--- config.mk ---
export PLATFORM = sky130hd
export DESIGN_NAME = ldm_status_bank
export DESIGN_NICKNAME = d
export VERILOG_FILES = /design/src/design/ldm_pkg.sv /design/src/design/ldm_drive_mon.sv /design/src/design/ldm_status_bank.sv
export SDC_FILE = /design/constraint.sdc
export NUM_CORES = 1
export LEC_CHECK = 0
export BUFFER_PORTS_ARGS = -buffer_cell sky130_fd_sc_hd__buf_2
export CAP_MARGIN = 20
export CORE_UTILIZATION = 25
export CTS_CLUSTER_DIAMETER = 30
export DETAILED_ROUTE_END_ITERATION = 8
export SETUP_SLACK_MARGIN = 0.3
export SLEW_MARGIN = 0
export SYNTH_ARGS = -nofsm -noshare
export SYNTH_HDL_FRONTEND = slang
export SYNTH_SLANG_ARGS = --single-unit
--- constraint.sdc ---
create_clock -name i_clk_sys -period 1.7 [get_ports i_clk_sys]
set_input_delay 0.34 -clock i_clk_sys [delete_from_list [all_inputs] [get_ports i_clk_sys]]
set_output_delay 0.34 -clock i_clk_sys [all_outputs]
set_load 0.005 [all_outputs]
--- src/design/ldm_pkg.sv ---
package ldm_pkg;

  // ----------------------------------------------------------------
  // Register map
  // ----------------------------------------------------------------
  localparam logic [7:0] ADDR_TXCTL_CH0 = 8'h04; // Transmit control, channel 0
  localparam logic [7:0] ADDR_TXCTL_CH1 = 8'h0C; // Transmit control, channel 1
  localparam logic [7:0] ADDR_STAT_CH0 = 8'h03; // Alarm status, channel 0
  localparam logic [7:0] ADDR_STAT_CH1 = 8'h0B; // Alarm status, channel 1

  // ----------------------------------------------------------------
  // Transmit control fields
  // ----------------------------------------------------------------
  localparam int TXCTL_INT_MON_BIT = 5; // Internal monitor select
  localparam int TXCTL_INS_ERR_BIT = 4; // Insert-error trigger
  localparam int TXCTL_ALL_ONES_BIT = 2; // Transmit all ones
  localparam int TXCTL_CLK_EDGE_BIT = 1; // Clock edge select
  localparam int TXCTL_LEVEL_BIT = 0; // Level select
  localparam logic [7:0] TXCTL_RW_MASK = 8'h37; // Bits 7, 6, 3 stay zero
  localparam logic [7:0] TXCTL_RESET = 8'h00; // Value after reset

  // ----------------------------------------------------------------
  // Status fields
  // ----------------------------------------------------------------
  localparam int STAT_LOS_BIT = 1; // Receive LOS declared
  localparam int STAT_DMO_BIT = 0; // Drive monitor alarm declared
  localparam logic [7:0] REG_ZERO = 8'h00; // Unmapped read value

  // ----------------------------------------------------------------
  // Line rate codes
  // ----------------------------------------------------------------
  localparam logic [1:0] RATE_LOW = 2'h0; // Lowest rate, standards detector
  localparam logic [1:0] RATE_MID = 2'h1; // Middle rate
  localparam logic [1:0] RATE_HIGH = 2'h2; // Highest rate

  // ----------------------------------------------------------------
  // Drive monitor timing, in bit periods of the line clock
  // ----------------------------------------------------------------
  localparam int SILENT_BITS = 128; // Silent periods before alarm
  localparam logic [7:0] SILENT_LAST = 8'(SILENT_BITS - 1); // Count at declare
  localparam logic [7:0] CNT_RESET = 8'h00; // Counter after reset

endpackage : ldm_pkg

--- src/design/ldm_drive_mon.sv ---
`timescale 1ns/1ps
// Per-channel transmit drive monitor; one bit period per clock
module ldm_drive_mon (
  input wire logic i_clk_sys,
  input wire logic i_rst,
  input wire logic i_int_sel, // Source select from control register
  input wire logic i_monitor_pos_in, // External monitor, positive rail
  input wire logic i_monitor_neg_in, // External monitor, negative rail
  input wire logic i_pad_pos, // Pad sense of tx_line_pos_out
  input wire logic i_pad_neg, // Pad sense of tx_line_neg_out
  output logic o_drive_monitor_alarm // Alarm level, from a flop
);

  // ----------------------------------------------------------------
  // Pin synchronisers
  // ----------------------------------------------------------------
  logic [3:0] meta_q; // First stage, read by second stage only
  logic [3:0] sync_q; // Second stage, safe to use
  logic [7:0] cnt_q; // Silent period counter
  logic [7:0] cnt_d;
  logic alarm_q;
  logic alarm_d;
  wire logic ext_act; // Pulse seen on the external inputs
  wire logic pad_act; // Pulse seen at the pads
  wire logic activity; // Pulse seen on the chosen source
  wire logic at_last; // Final silent period reached

  // All four senses arrive from analog pins, so both stages always run
  always_ff @(posedge i_clk_sys) begin
    if (i_rst) begin
      meta_q <= 4'h0;
      sync_q <= 4'h0;
    end else begin
      meta_q <= {i_pad_neg, i_pad_pos, i_monitor_neg_in, i_monitor_pos_in};
      sync_q <= meta_q;
    end
  end

  // ----------------------------------------------------------------
  // Source selection and counting
  // ----------------------------------------------------------------
  // A pulse on either rail counts as bipolar activity
  assign ext_act = sync_q[0] | sync_q[1];
  assign pad_act = sync_q[2] | sync_q[3];
  assign activity = i_int_sel ? pad_act : ext_act;
  assign at_last = (cnt_q == ldm_pkg::SILENT_LAST);
  // Counter saturates at the last value so a long silence holds the alarm
  assign cnt_d = activity ? ldm_pkg::CNT_RESET : (at_last ? cnt_q : cnt_q + 8'h01);
  // Activity wins: the alarm drops at the edge the pulse is seen
  assign alarm_d = activity ? 1'b0 : (alarm_q | at_last);

  always_ff @(posedge i_clk_sys) begin
    if (i_rst) begin
      cnt_q <= ldm_pkg::CNT_RESET;
      alarm_q <= 1'b0;
    end else begin
      cnt_q <= cnt_d;
      alarm_q <= alarm_d;
    end
  end

  assign o_drive_monitor_alarm = alarm_q;
endmodule : ldm_drive_mon

--- src/design/ldm_status_bank.sv ---
`timescale 1ns/1ps
// Two-channel LOS status and transmit drive monitor register bank
module ldm_status_bank #(
  parameter int NUM_CH = 2 // Channels with a mapped control register
) (
  input wire logic i_clk_sys,
  input wire logic i_rst,
  // Register port
  input wire logic i_reg_wr, // Write strobe, one cycle
  input wire logic i_reg_rd, // Read strobe, one cycle
  input wire logic [7:0] i_reg_addr, // Register offset
  input wire logic [7:0] i_reg_wdata, // Write data
  output logic [7:0] o_reg_rdata, // Read data, valid after read strobe
  output logic o_reg_rvalid, // Read data valid pulse
  // Receive detectors, per channel
  input wire logic [1:0] i_rate_ch0, // Line rate code, channel 0
  input wire logic [1:0] i_rate_ch1, // Line rate code, channel 1
  input wire logic [1:0] i_los_digital, // Digital detector declaring
  input wire logic [1:0] i_los_analog, // Analog amplitude detector declaring
  input wire logic [1:0] i_los_std, // Standards-based detector declaring
  // Drive monitor senses, per channel
  input wire logic [1:0] i_monitor_pos_in,
  input wire logic [1:0] i_monitor_neg_in,
  input wire logic [1:0] i_pad_pos,
  input wire logic [1:0] i_pad_neg,
  // Status and settings
  output logic [1:0] o_rx_los, // Receive LOS declared
  output logic [1:0] o_drive_monitor_alarm, // Drive monitor alarm declared
  output logic [1:0] o_transmit_all_ones, // All-ones enable
  output logic [1:0] o_tx_clock_edge_select, // Clock edge select
  output logic [1:0] o_tx_level_select, // Level select
  output logic [1:0] o_insert_error_pulse // One cycle per 0-to-1 write
);

  // Only two control copies are mapped, so refuse any other count
  if (NUM_CH != 2) begin : g_bad_ch
    $error("ldm_status_bank maps exactly two channels");
  end

  // ----------------------------------------------------------------
  // Declarations
  // ----------------------------------------------------------------
  logic [7:0] txctl_q [2]; // Transmit control copies
  logic [7:0] txctl_d [2];
  logic [1:0] los_meta_q [3]; // First stage of detector syncs
  logic [1:0] los_sync_q [3]; // Second stage: digital, analog, standards
  logic [1:0] los_q; // Combined LOS per channel
  logic [1:0] ins_pulse_q; // Insert-error trigger pulses
  logic [7:0] rdata_q;
  logic rvalid_q;
  wire logic [1:0] rate [2]; // Rate code per channel
  wire logic [1:0] los_d; // Combined LOS next value
  wire logic [1:0] wr_hit; // Write hits a control copy
  wire logic [1:0] ins_rise; // Trigger bit going 0 to 1
  wire logic [1:0] drive_monitor_alarm; // Alarms from the monitors
  wire logic [7:0] stat [2]; // Status register images
  wire logic [7:0] rdata_d; // Selected read value

  assign rate[0] = i_rate_ch0;
  assign rate[1] = i_rate_ch1;

  // ----------------------------------------------------------------
  // Receive LOS combination
  // ----------------------------------------------------------------
  // Detector flags come from another timing domain, so sync them first
  always_ff @(posedge i_clk_sys) begin
    if (i_rst) begin
      los_meta_q <= '{2'h0, 2'h0, 2'h0};
      los_sync_q <= '{2'h0, 2'h0, 2'h0};
    end else begin
      los_meta_q <= '{i_los_digital, i_los_analog, i_los_std};
      los_sync_q <= los_meta_q;
    end
  end

  // Only the detectors valid for the chosen rate take part; others are
  // masked so an idle detector at the wrong rate cannot raise LOS
  for (genvar c = 0; c < 2; c++) begin : g_los
    assign los_d[c] = (rate[c] == ldm_pkg::RATE_LOW) ? los_sync_q[2][c]
                    : (los_sync_q[0][c] | los_sync_q[1][c]);
  end

  // Plain follower, never sticky
  always_ff @(posedge i_clk_sys) begin
    if (i_rst) begin
      los_q <= 2'h0;
    end else begin
      los_q <= los_d;
    end
  end

  // ----------------------------------------------------------------
  // Transmit control registers
  // ----------------------------------------------------------------
  assign wr_hit[0] = i_reg_wr && (i_reg_addr == ldm_pkg::ADDR_TXCTL_CH0);
  assign wr_hit[1] = i_reg_wr && (i_reg_addr == ldm_pkg::ADDR_TXCTL_CH1);

  for (genvar c = 0; c < 2; c++) begin : g_ctl
    // Unused bits are masked on write, so they always read zero
    assign txctl_d[c] = wr_hit[c] ? (i_reg_wdata & ldm_pkg::TXCTL_RW_MASK) : txctl_q[c];
    // Trigger fires on the written rising edge; software clears it later
    assign ins_rise[c] = wr_hit[c] && i_reg_wdata[ldm_pkg::TXCTL_INS_ERR_BIT]
                       && !txctl_q[c][ldm_pkg::TXCTL_INS_ERR_BIT];
  end

  always_ff @(posedge i_clk_sys) begin
    if (i_rst) begin
      txctl_q <= '{ldm_pkg::TXCTL_RESET, ldm_pkg::TXCTL_RESET};
      ins_pulse_q <= 2'h0;
    end else begin
      txctl_q <= txctl_d;
      ins_pulse_q <= ins_rise;
    end
  end

  // ----------------------------------------------------------------
  // Drive monitors
  // ----------------------------------------------------------------
  for (genvar c = 0; c < 2; c++) begin : g_dm
    ldm_drive_mon u_mon (
      .i_clk_sys(i_clk_sys),
      .i_rst(i_rst),
      .i_int_sel(txctl_q[c][ldm_pkg::TXCTL_INT_MON_BIT]),
      .i_monitor_pos_in(i_monitor_pos_in[c]),
      .i_monitor_neg_in(i_monitor_neg_in[c]),
      .i_pad_pos(i_pad_pos[c]),
      .i_pad_neg(i_pad_neg[c]),
      .o_drive_monitor_alarm(drive_monitor_alarm[c])
    );
    // Status image: live LOS and alarm, rest zero
    assign stat[c] = {6'h00, los_q[c], drive_monitor_alarm[c]};
  end

  // ----------------------------------------------------------------
  // Read path
  // ----------------------------------------------------------------
  // Status registers have no write path: writes there are dropped
  assign rdata_d = (i_reg_addr == ldm_pkg::ADDR_TXCTL_CH0) ? txctl_q[0]
                 : (i_reg_addr == ldm_pkg::ADDR_TXCTL_CH1) ? txctl_q[1]
                 : (i_reg_addr == ldm_pkg::ADDR_STAT_CH0) ? stat[0]
                 : (i_reg_addr == ldm_pkg::ADDR_STAT_CH1) ? stat[1]
                 : ldm_pkg::REG_ZERO;

  // Data held until the next read
  always_ff @(posedge i_clk_sys) begin
    if (i_rst) begin
      rdata_q <= ldm_pkg::REG_ZERO;
      rvalid_q <= 1'b0;
    end else begin
      rvalid_q <= i_reg_rd;
      if (i_reg_rd) begin
        rdata_q <= rdata_d;
      end
    end
  end

  // ----------------------------------------------------------------
  // Outputs
  // ----------------------------------------------------------------
  assign o_reg_rdata = rdata_q;
  assign o_reg_rvalid = rvalid_q;
  assign o_rx_los = los_q;
  assign o_drive_monitor_alarm = drive_monitor_alarm;
  assign o_insert_error_pulse = ins_pulse_q;
  for (genvar c = 0; c < 2; c++) begin : g_out
    assign o_transmit_all_ones[c] = txctl_q[c][ldm_pkg::TXCTL_ALL_ONES_BIT];
    assign o_tx_clock_edge_select[c] = txctl_q[c][ldm_pkg::TXCTL_CLK_EDGE_BIT];
    assign o_tx_level_select[c] = txctl_q[c][ldm_pkg::TXCTL_LEVEL_BIT];
  end
endmodule : ldm_status_bank

==> impl_metrics.csv, run 1 <==
group,metric,value,unit
pwr,swShare,23.58,%
critical_path,critical_path.startpoint_type,"flip-flop",
routing,route.final.wire_length,5102,um
floorplan,start_util,25.64,%
pwr,power_frac_seq,55.0,%
timing,skew,0.007655,ns
floorplan,rows,37,
timing,rsz0062_at_grt,"no",
clock_network,cts.sinks,66,
grt,grt_max_degree,23,
pwr,power.switching,0.6934,mW
logic_synthesis,synth_cell_types,42,
critical_path,crit_path_start,"g_dm[0].u_mon.cnt_q[1]$_SDFFE_PP0P_",
logic_synthesis,netlist_top_cells_area,"dfxtp_1, nor2b_1, mux2i_1",
final_layout,area_growth,20.37,%
pwr,internal_power,2.247,mW
grt,overflow,0,
timing,fin_setup_tns,0,ns
routing,wl_per_cell,11.21,um
final_layout,fill_cells,1092,
routing,post-route-drc-count,0,
routing,antenna_left,0,
logic_synthesis,synthCells,267,
critical_path,required,1.98,ns
grt,antenna_found_initial,0,
critical_path,r2r_slack,0.36,ns
critical_path,timing.rr.end,"g_dm[0].u_mon.cnt_q[7]$_SDFFE_PP0P_",
critical_path,critPathMaxFanout,7,
clock_network,clkTransAtPathRegs,0.07,ns
clock_network,cts-root-buf,"clkbuf_8",
logic_synthesis,synth_seq_cells,66,
final_layout,diodes,0,
place,placement.io_buffers,52,
pwr,finalPower,2.940,mW
final_layout,layout.cells.most_common,"dfxtp_1",
critical_path,critPathCapture,"g_dm[0].u_mon.cnt_q[7]$_SDFFE_PP0P_",
pwr,ir_worst_vdd,0.3141,mV
logic_synthesis,synth_top_area_cell,"dfxtp_1",
grt,track_usage,10.17,%
pwr,power_density,927.0,mW/mm^2
pwr,p_comb_share,6.2,%
timing,fin_crit_sh,78.60,%
timing,min_period,1.336,ns
clock_network,h-tree-depth,3,
floorplan,core_area,0.01028,sq mm
pwr,pwr-share-clk,38.8,%
place,post-dp-hpwl,3621,um
clock_network,clkLatencyLatePin,0.34,ns
grt,grt_pass1_vias,1884,
clock_network,numCtsBuffers,9,
critical_path,worstRegToRegCells,3,
routing,first_pass_iters,4,
routing,avgViaCountPerCell,4.411,
flow_run,cap_violations,0,
routing,dr_total_vias,2007,
logic_synthesis,syn_area,0.002635,sq mm
status,status,"finished, final reports clean",
pwr,p_leak,1.245,nW
floorplan,dieArea,0.01095,sq mm
routing,drt_iter0_drc,72,
timing,finalSetupViolCount,0,
floorplan,ios,59,
final_layout,nets,354,
final_layout,drive_above_1_share,27.90,%
floorplan,die_h,104.7,um
logic_synthesis,syn_avg_cell_area,9.869,sq um
timing,finalHoldViolCount,0,
clock_network,cts_hold_buffers,0,
logic_synthesis,synth_warnings,0,
critical_path,crit_type,"reg2reg",
critical_path,end_kind,"flip-flop",
worst_hold_path,hold_class,"in2reg",
critical_path,reg2reg_from,"g_dm[0].u_mon.cnt_q[1]$_SDFFE_PP0P_",
critical_path,cp.arrival,1.61,ns
logic_synthesis,synth_top_area_share,50.14,%
final_layout,final_cell_mix,"dfxtp_1, buf_2, nor2b_1",
clock_network,cts_tree,"yes",
grt,grt_pass1_wl,8763,um
place,gp_congestion,0.7308,
floorplan,chipWidth,104.7,um
timing,drv_slew,0,
timing,max_clock_freq,0.7484,GHz
clock_network,cts_buffer_depth,2,
logic_synthesis,ys_seq_area_share,50.14,%
-- worst max-delay path: stages (launching register included) --
cell     delay [ns]
dfxtp_1        0.39
ha_4           0.22
or4_1          0.51
a21oi_1        0.16
-- logic make-up (layout without fill, tap and decap cells) --
family          after synthesis  in the layout  synth area share [%]
simple gates                117            117                 27.49
flops                        66             66                 50.14
compound gates               38             38                 9.544
buf+inv                      28             78                 5.888
mux                          15             15                 5.841
fa+ha+maj                     2              2                0.9495
other cells                   1              3                0.1423
-- Yosys cell counts (all sizes together) --
| cell type | count |
|---|---|
| nor3b | 3 |
| and3b | 2 |
| a32o | 2 |
| nor2 | 8 |
| a41oi | 1 |
| a211oi | 4 |
| or4 | 1 |
| nand4 | 9 |
| nor3 | 19 |
| a31o | 1 |
| o21bai | 2 |
| inv | 4 |
| o22ai | 2 |
| o2111a | 1 |
| a21boi | 2 |
| conb | 1 |
| or3b | 1 |
| nand3b | 3 |
| ha | 2 |
| nand3 | 7 |
| nor4 | 3 |
| nor2b | 31 |
| and4 | 4 |
| nand2b | 18 |
| or3 | 2 |
| o21ai | 3 |
| a311oi | 2 |
| mux2i | 12 |
| clkbuf | 9 |
| a21oi | 15 |
| dfxtp | 66 |
| and2 | 2 |
| mux2 | 3 |
| nand2 | 4 |
| buf | 15 |
| a31oi | 2 |
| o21ba | 1 |
-- repair_timing --
action,in CTS,in global routing
buffers inserted,0,0
gates resized for setup,4,5
endpoints found under the setup margin,8,10
endpoints found under the hold margin,0,0
-- metal layers --
layer / global-route usage, % / vias to the layer above / share of wire, %
met5: 0 / - / 0
li1: - / 1024 / -
met1: 11.81 / 920 / 45
met4: 4.829 / 0 / 1.9
met3: 4.242 / 7 / 6.4
met2: 16.18 / 56 / 46
-- power groups by stage --
| stage | Sequential [mW] | Combinational [mW] | Clock (mW) |
|---|---|---|---|
| final | 1.62 | 0.182 | 1.14 |
| after global routing | 1.62 | 0.206 | 1.25 |
| after CTS | 1.62 | 0.182 | 1.19 |
| after detailed placement | 1.65 | 0.181 | 0 |
| after global placement | 1.65 | 0.176 | 0 |
| after floorplan | 1.64 | 0.106 | 0 |
-- area by class of cell --
class | instances | area (sq um) | area share, %
sequential | 66 | 1325 | 41.78
clock buffer | 11 | 141.4 | 4.458
multi-input combinational | 175 | 1185 | 37.36
clock inverter | 5 | 30.03 | 0.9467
tap | 136 | 170.2 | 5.365
timing repair buffer | 58 | 305.3 | 9.625
inverter | 4 | 15.01 | 0.4734
-- flip-flops by register name (all words and copies together), names as in the netlist --
name and count:
g_dm.u_mon.cnt_q 16, g_dm.u_mon.meta_q 8, g_dm.u_mon.sync_q 8, los_meta_q 6, los_sync_q 6, o_reg_rdata 5
txctl_q 4, g_dm.u_mon.o_drive_monitor_alarm 2, o_insert_error_pulse 2, o_rx_los 2, o_transmit_all_ones 2, o_tx_clock_edge_select 2
o_tx_level_select 2, o_reg_rvalid 1
-- worst min path at each step --
stage / startpoint / to / slack [ns] / depth (start not counted)
floorplan: g_dm[0].u_mon.meta_q[0]$_SDFF_PP0_ / g_dm[0].u_mon.sync_q[0]$_SDFF_PP0_ / 0.41 / 1
global placement: los_meta_q[0]$_SDFF_PP0_ / los_sync_q[0]$_SDFF_PP0_ / 0.42 / 1
detailed placement: los_meta_q[0]$_SDFF_PP0_ / los_sync_q[0]$_SDFF_PP0_ / 0.43 / 1
CTS: i_pad_pos[0] / g_dm[0].u_mon.meta_q[2]$_SDFF_PP0_ / 0.18 / 2
global route: i_pad_neg[1] / g_dm[1].u_mon.meta_q[3]$_SDFF_PP0_ / 0.18 / 2
finish: i_pad_pos[0] / g_dm[0].u_mon.meta_q[2]$_SDFF_PP0_ / 0.21 / 2
-- through the flow --
stage / cells / hold slack (ns) / setup slack, ns / utilization, % / cell area (sq um)
after floorplan: 269 / 0.4138 / 0.3121 / - / 2643
after global placement: 439 / 0.4182 / 0.1686 / 28.97 / 2978
after detailed placement: 439 / 0.4253 / 0.1534 / 28.97 / 2978
after CTS: 455 / 0.1848 / 0.3212 / 30.72 / 3157
after global routing: 455 / 0.1806 / 0.3033 / 30.86 / 3172
final: 455 / 0.2071 / 0.3637 / 30.86 / 3172
No activity file was read; power rests on OpenSTA's default activity.
==> inputs of run 2 (changes only) <==
clock period = 1.2 ns   (was 1.7 ns; I/O delays follow)
==> run 2 against run 1 <==
  * The run now ends with design-rule violations, negative setup slack left
  * Critical path depth unchanged
  * Global-route usage up 1.4 points
  * Sequential share of layout area down 7.6 points
  * Sequential cell count unchanged
  * Clock skew up 0.00066 ns
  * Setup slack worse by 0.40 ns
  * Sequential power up 40%
  * Clock-buffer cell count down 1
  * Clock power up 43%
  * Highest routed layer unchanged
==> impl_metrics.csv, run 2 (synthesis results as in run 1) <==
group,metric,value,unit
status,status,"finished, violations left",
status,violations,"design-rule violations, negative setup slack",
critical_path,worstRegToRegCells,3,
worst_hold_path,min_to,"los_meta_q[0]$_SDFF_PP0_",
timing,drv_slew,0,
clock_network,cts_buffer_depth,2,
place,gp_congestion,0.7515,
clock_network,cts-root-buf,"clkbuf_8",
critical_path,critical_path.startpoint_type,"flip-flop",
timing,fin_ws,-0.03553,ns
place,place_inst,464,
timing,fin_crit_sh,103.0,%
final_layout,diodes,0,
routing,drt_iter0_drc,59,
place,pre_cts_slack,-0.2530,ns
final_layout,final_cell_mix,"buf_2, buf_4, nor2b_1, dfxtp_1, buf_6",
critical_path,crit_type,"reg2reg",
critical_path,cp.arrival,1.51,ns
grt,antenna_found_initial,0,
flow_run,cap_violations,0,
timing,skew,0.008317,ns
routing,first_pass_iters,6,
clock_network,cts.sinks,66,
pwr,internal_power,3.217,mW
worst_hold_path,worstHoldPathCells,2,
routing,dr_total_vias,2236,
timing,max_clock_freq,0.8094,GHz
pwr,swShare,25.45,%
floorplan,die_h,104.7,um
critical_path,required,1.48,ns
critical_path,end_kind,"flip-flop",
pwr,p_comb_share,9.6,%
final_layout,drive_above_1_share,58.97,%
critical_path,critPathMaxFanout,5,
place,post-dp-hpwl,4152,um
timing,min_period,1.236,ns
clock_network,numCtsBuffers,9,
timing,finalHoldViolCount,0,
pwr,pwr-share-clk,37.7,%
critical_path,timing.rr.end,"g_dm[0].u_mon.cnt_q[7]$_SDFFE_PP0P_",
clock_network,cts_tree,"yes",
floorplan,dieArea,0.01095,sq mm
floorplan,chipWidth,104.7,um
floorplan,rows,37,
grt,grt_pass1_wl,10120,um
final_layout,nets,403,
clock_network,cts_hold_buffers,0,
routing,antenna_left,0,
floorplan,ios,59,
grt,track_usage,11.56,%
clock_network,h-tree-depth,3,
pwr,ir_worst_vdd,0.5879,mV
final_layout,final_cells,504,
final_layout,layout.cells.most_common,"buf_2",
floorplan,core_area,0.01028,sq mm
floorplan,start_util,25.64,%
routing,wl_per_cell,12.45,um
grt,grt_max_degree,23,
timing,rsz0062_at_grt,"yes",
routing,route.final.wire_length,6274,um
routing,post-route-drc-count,2,
final_layout,largest_register_ffs,16,
worst_hold_path,hold_class,"in2reg",
pwr,power.switching,1.098,mW
critical_path,reg2reg_from,"g_dm[0].u_mon.cnt_q[5]$_SDFFE_PP0P_",
timing,hold_ws,0.1013,ns
clock_network,clkTransAtPathRegs,0.07,ns
final_layout,reg_top3,"g_dm.u_mon.cnt_q (16), g_dm.u_mon.meta_q (8), g_dm.u_mon.sync_q (8)",
grt,overflow,0,
place,placement.io_buffers,52,
routing,avgViaCountPerCell,4.437,
pwr,finalPower,4.315,mW
pwr,p_leak,1.604,nW
pwr,power_frac_seq,52.7,%
pwr,power_density,1059,mW/mm^2
critical_path,r2r_slack,-0.04,ns
clock_network,clkLatencyLatePin,0.35,ns
final_layout,regMostFlops,"g_dm.u_mon.cnt_q",
timing,finalSetupViolCount,1,
worst_hold_path,worstHoldStart,"i_los_std[0]",
grt,grt_pass1_vias,2201,
final_layout,area_growth,54.70,%
## run 2: worst max-delay path by stage
stage                     slack, ns                                 from                                   to  cells past startpoint
after floorplan               -0.09                        i_reg_addr[0]          o_reg_rdata[0]$_SDFFE_PP0P_                      3
after global placement        -0.24                        i_reg_addr[0]          o_reg_rdata[0]$_SDFFE_PP0P_                      4
after detailed placement      -0.25                        i_reg_addr[0]          o_reg_rdata[0]$_SDFFE_PP0P_                      4
after CTS                     0.008  g_dm[0].u_mon.cnt_q[0]$_SDFFE_PP0P_  g_dm[0].u_mon.cnt_q[7]$_SDFFE_PP0P_                      3
after global routing          -0.06  g_dm[0].u_mon.cnt_q[1]$_SDFFE_PP0P_  g_dm[0].u_mon.cnt_q[7]$_SDFFE_PP0P_                      3
final                         -0.04  g_dm[0].u_mon.cnt_q[5]$_SDFFE_PP0P_  g_dm[0].u_mon.cnt_q[7]$_SDFFE_PP0P_                      3
## run 2: layer usage
layer	wire length, um	vias up	track usage [%]	part of all wire [%]
met4	127	0	5.131	2.0
met3	344	10	3.431	5.5
met1	2716	1046	13.63	43
met2	3085	53	19.35	49
met5	0	-	0	0
li1	-	1127	-	-
## run 2: final cells by class
cell class / instances / area, sq um
Fill cell: 1030 / 6201
Multi-Input combinational cell: 176 / 1546
Sequential cell: 66 / 1395
Timing Repair Buffer: 106 / 779.5
Tap cell: 136 / 170.2
Clock buffer: 10 / 127.6
Clock inverter: 6 / 42.54
Inverter: 4 / 15.01
## run 2: what timing repair did
| item | 4_1_cts | 5_1_grt |
|---|---|---|
| pin swaps | 19 | 24 |
| setup endpoints to repair | 50 | 53 |
| buffers inserted | 14 | 9 |
| resized for setup | 49 | 55 |
| cloned | 1 | 0 |
## run 2: metrics by stage
stage	TNS, ns	util (%)	area (sq um)
final	-0.03553	39.66	4076
after CTS	0	36.72	3774
after global routing	-0.1297	39.66	4076
after global placement	-1.975	32.55	3346
after floorplan	-0.3899	-	2877
after detailed placement	-2.308	32.55	3346
## run 2: power groups by stage
stage / Clock, mW / Sequential (mW) / Combinational, mW
floorplan: 0 / 2.34 / 0.167
finish: 1.63 / 2.27 / 0.416
global placement: 0 / 2.33 / 0.320
global route: 1.78 / 2.28 / 0.455
CTS: 1.66 / 2.28 / 0.365
detailed placement: 0 / 2.34 / 0.325
## run 2: critical path: stages, from the launching register on
cell	delay, ns
dfxtp_4	0.37
nand4_1	0.14
or4_4	0.54
a21oi_2	0.12
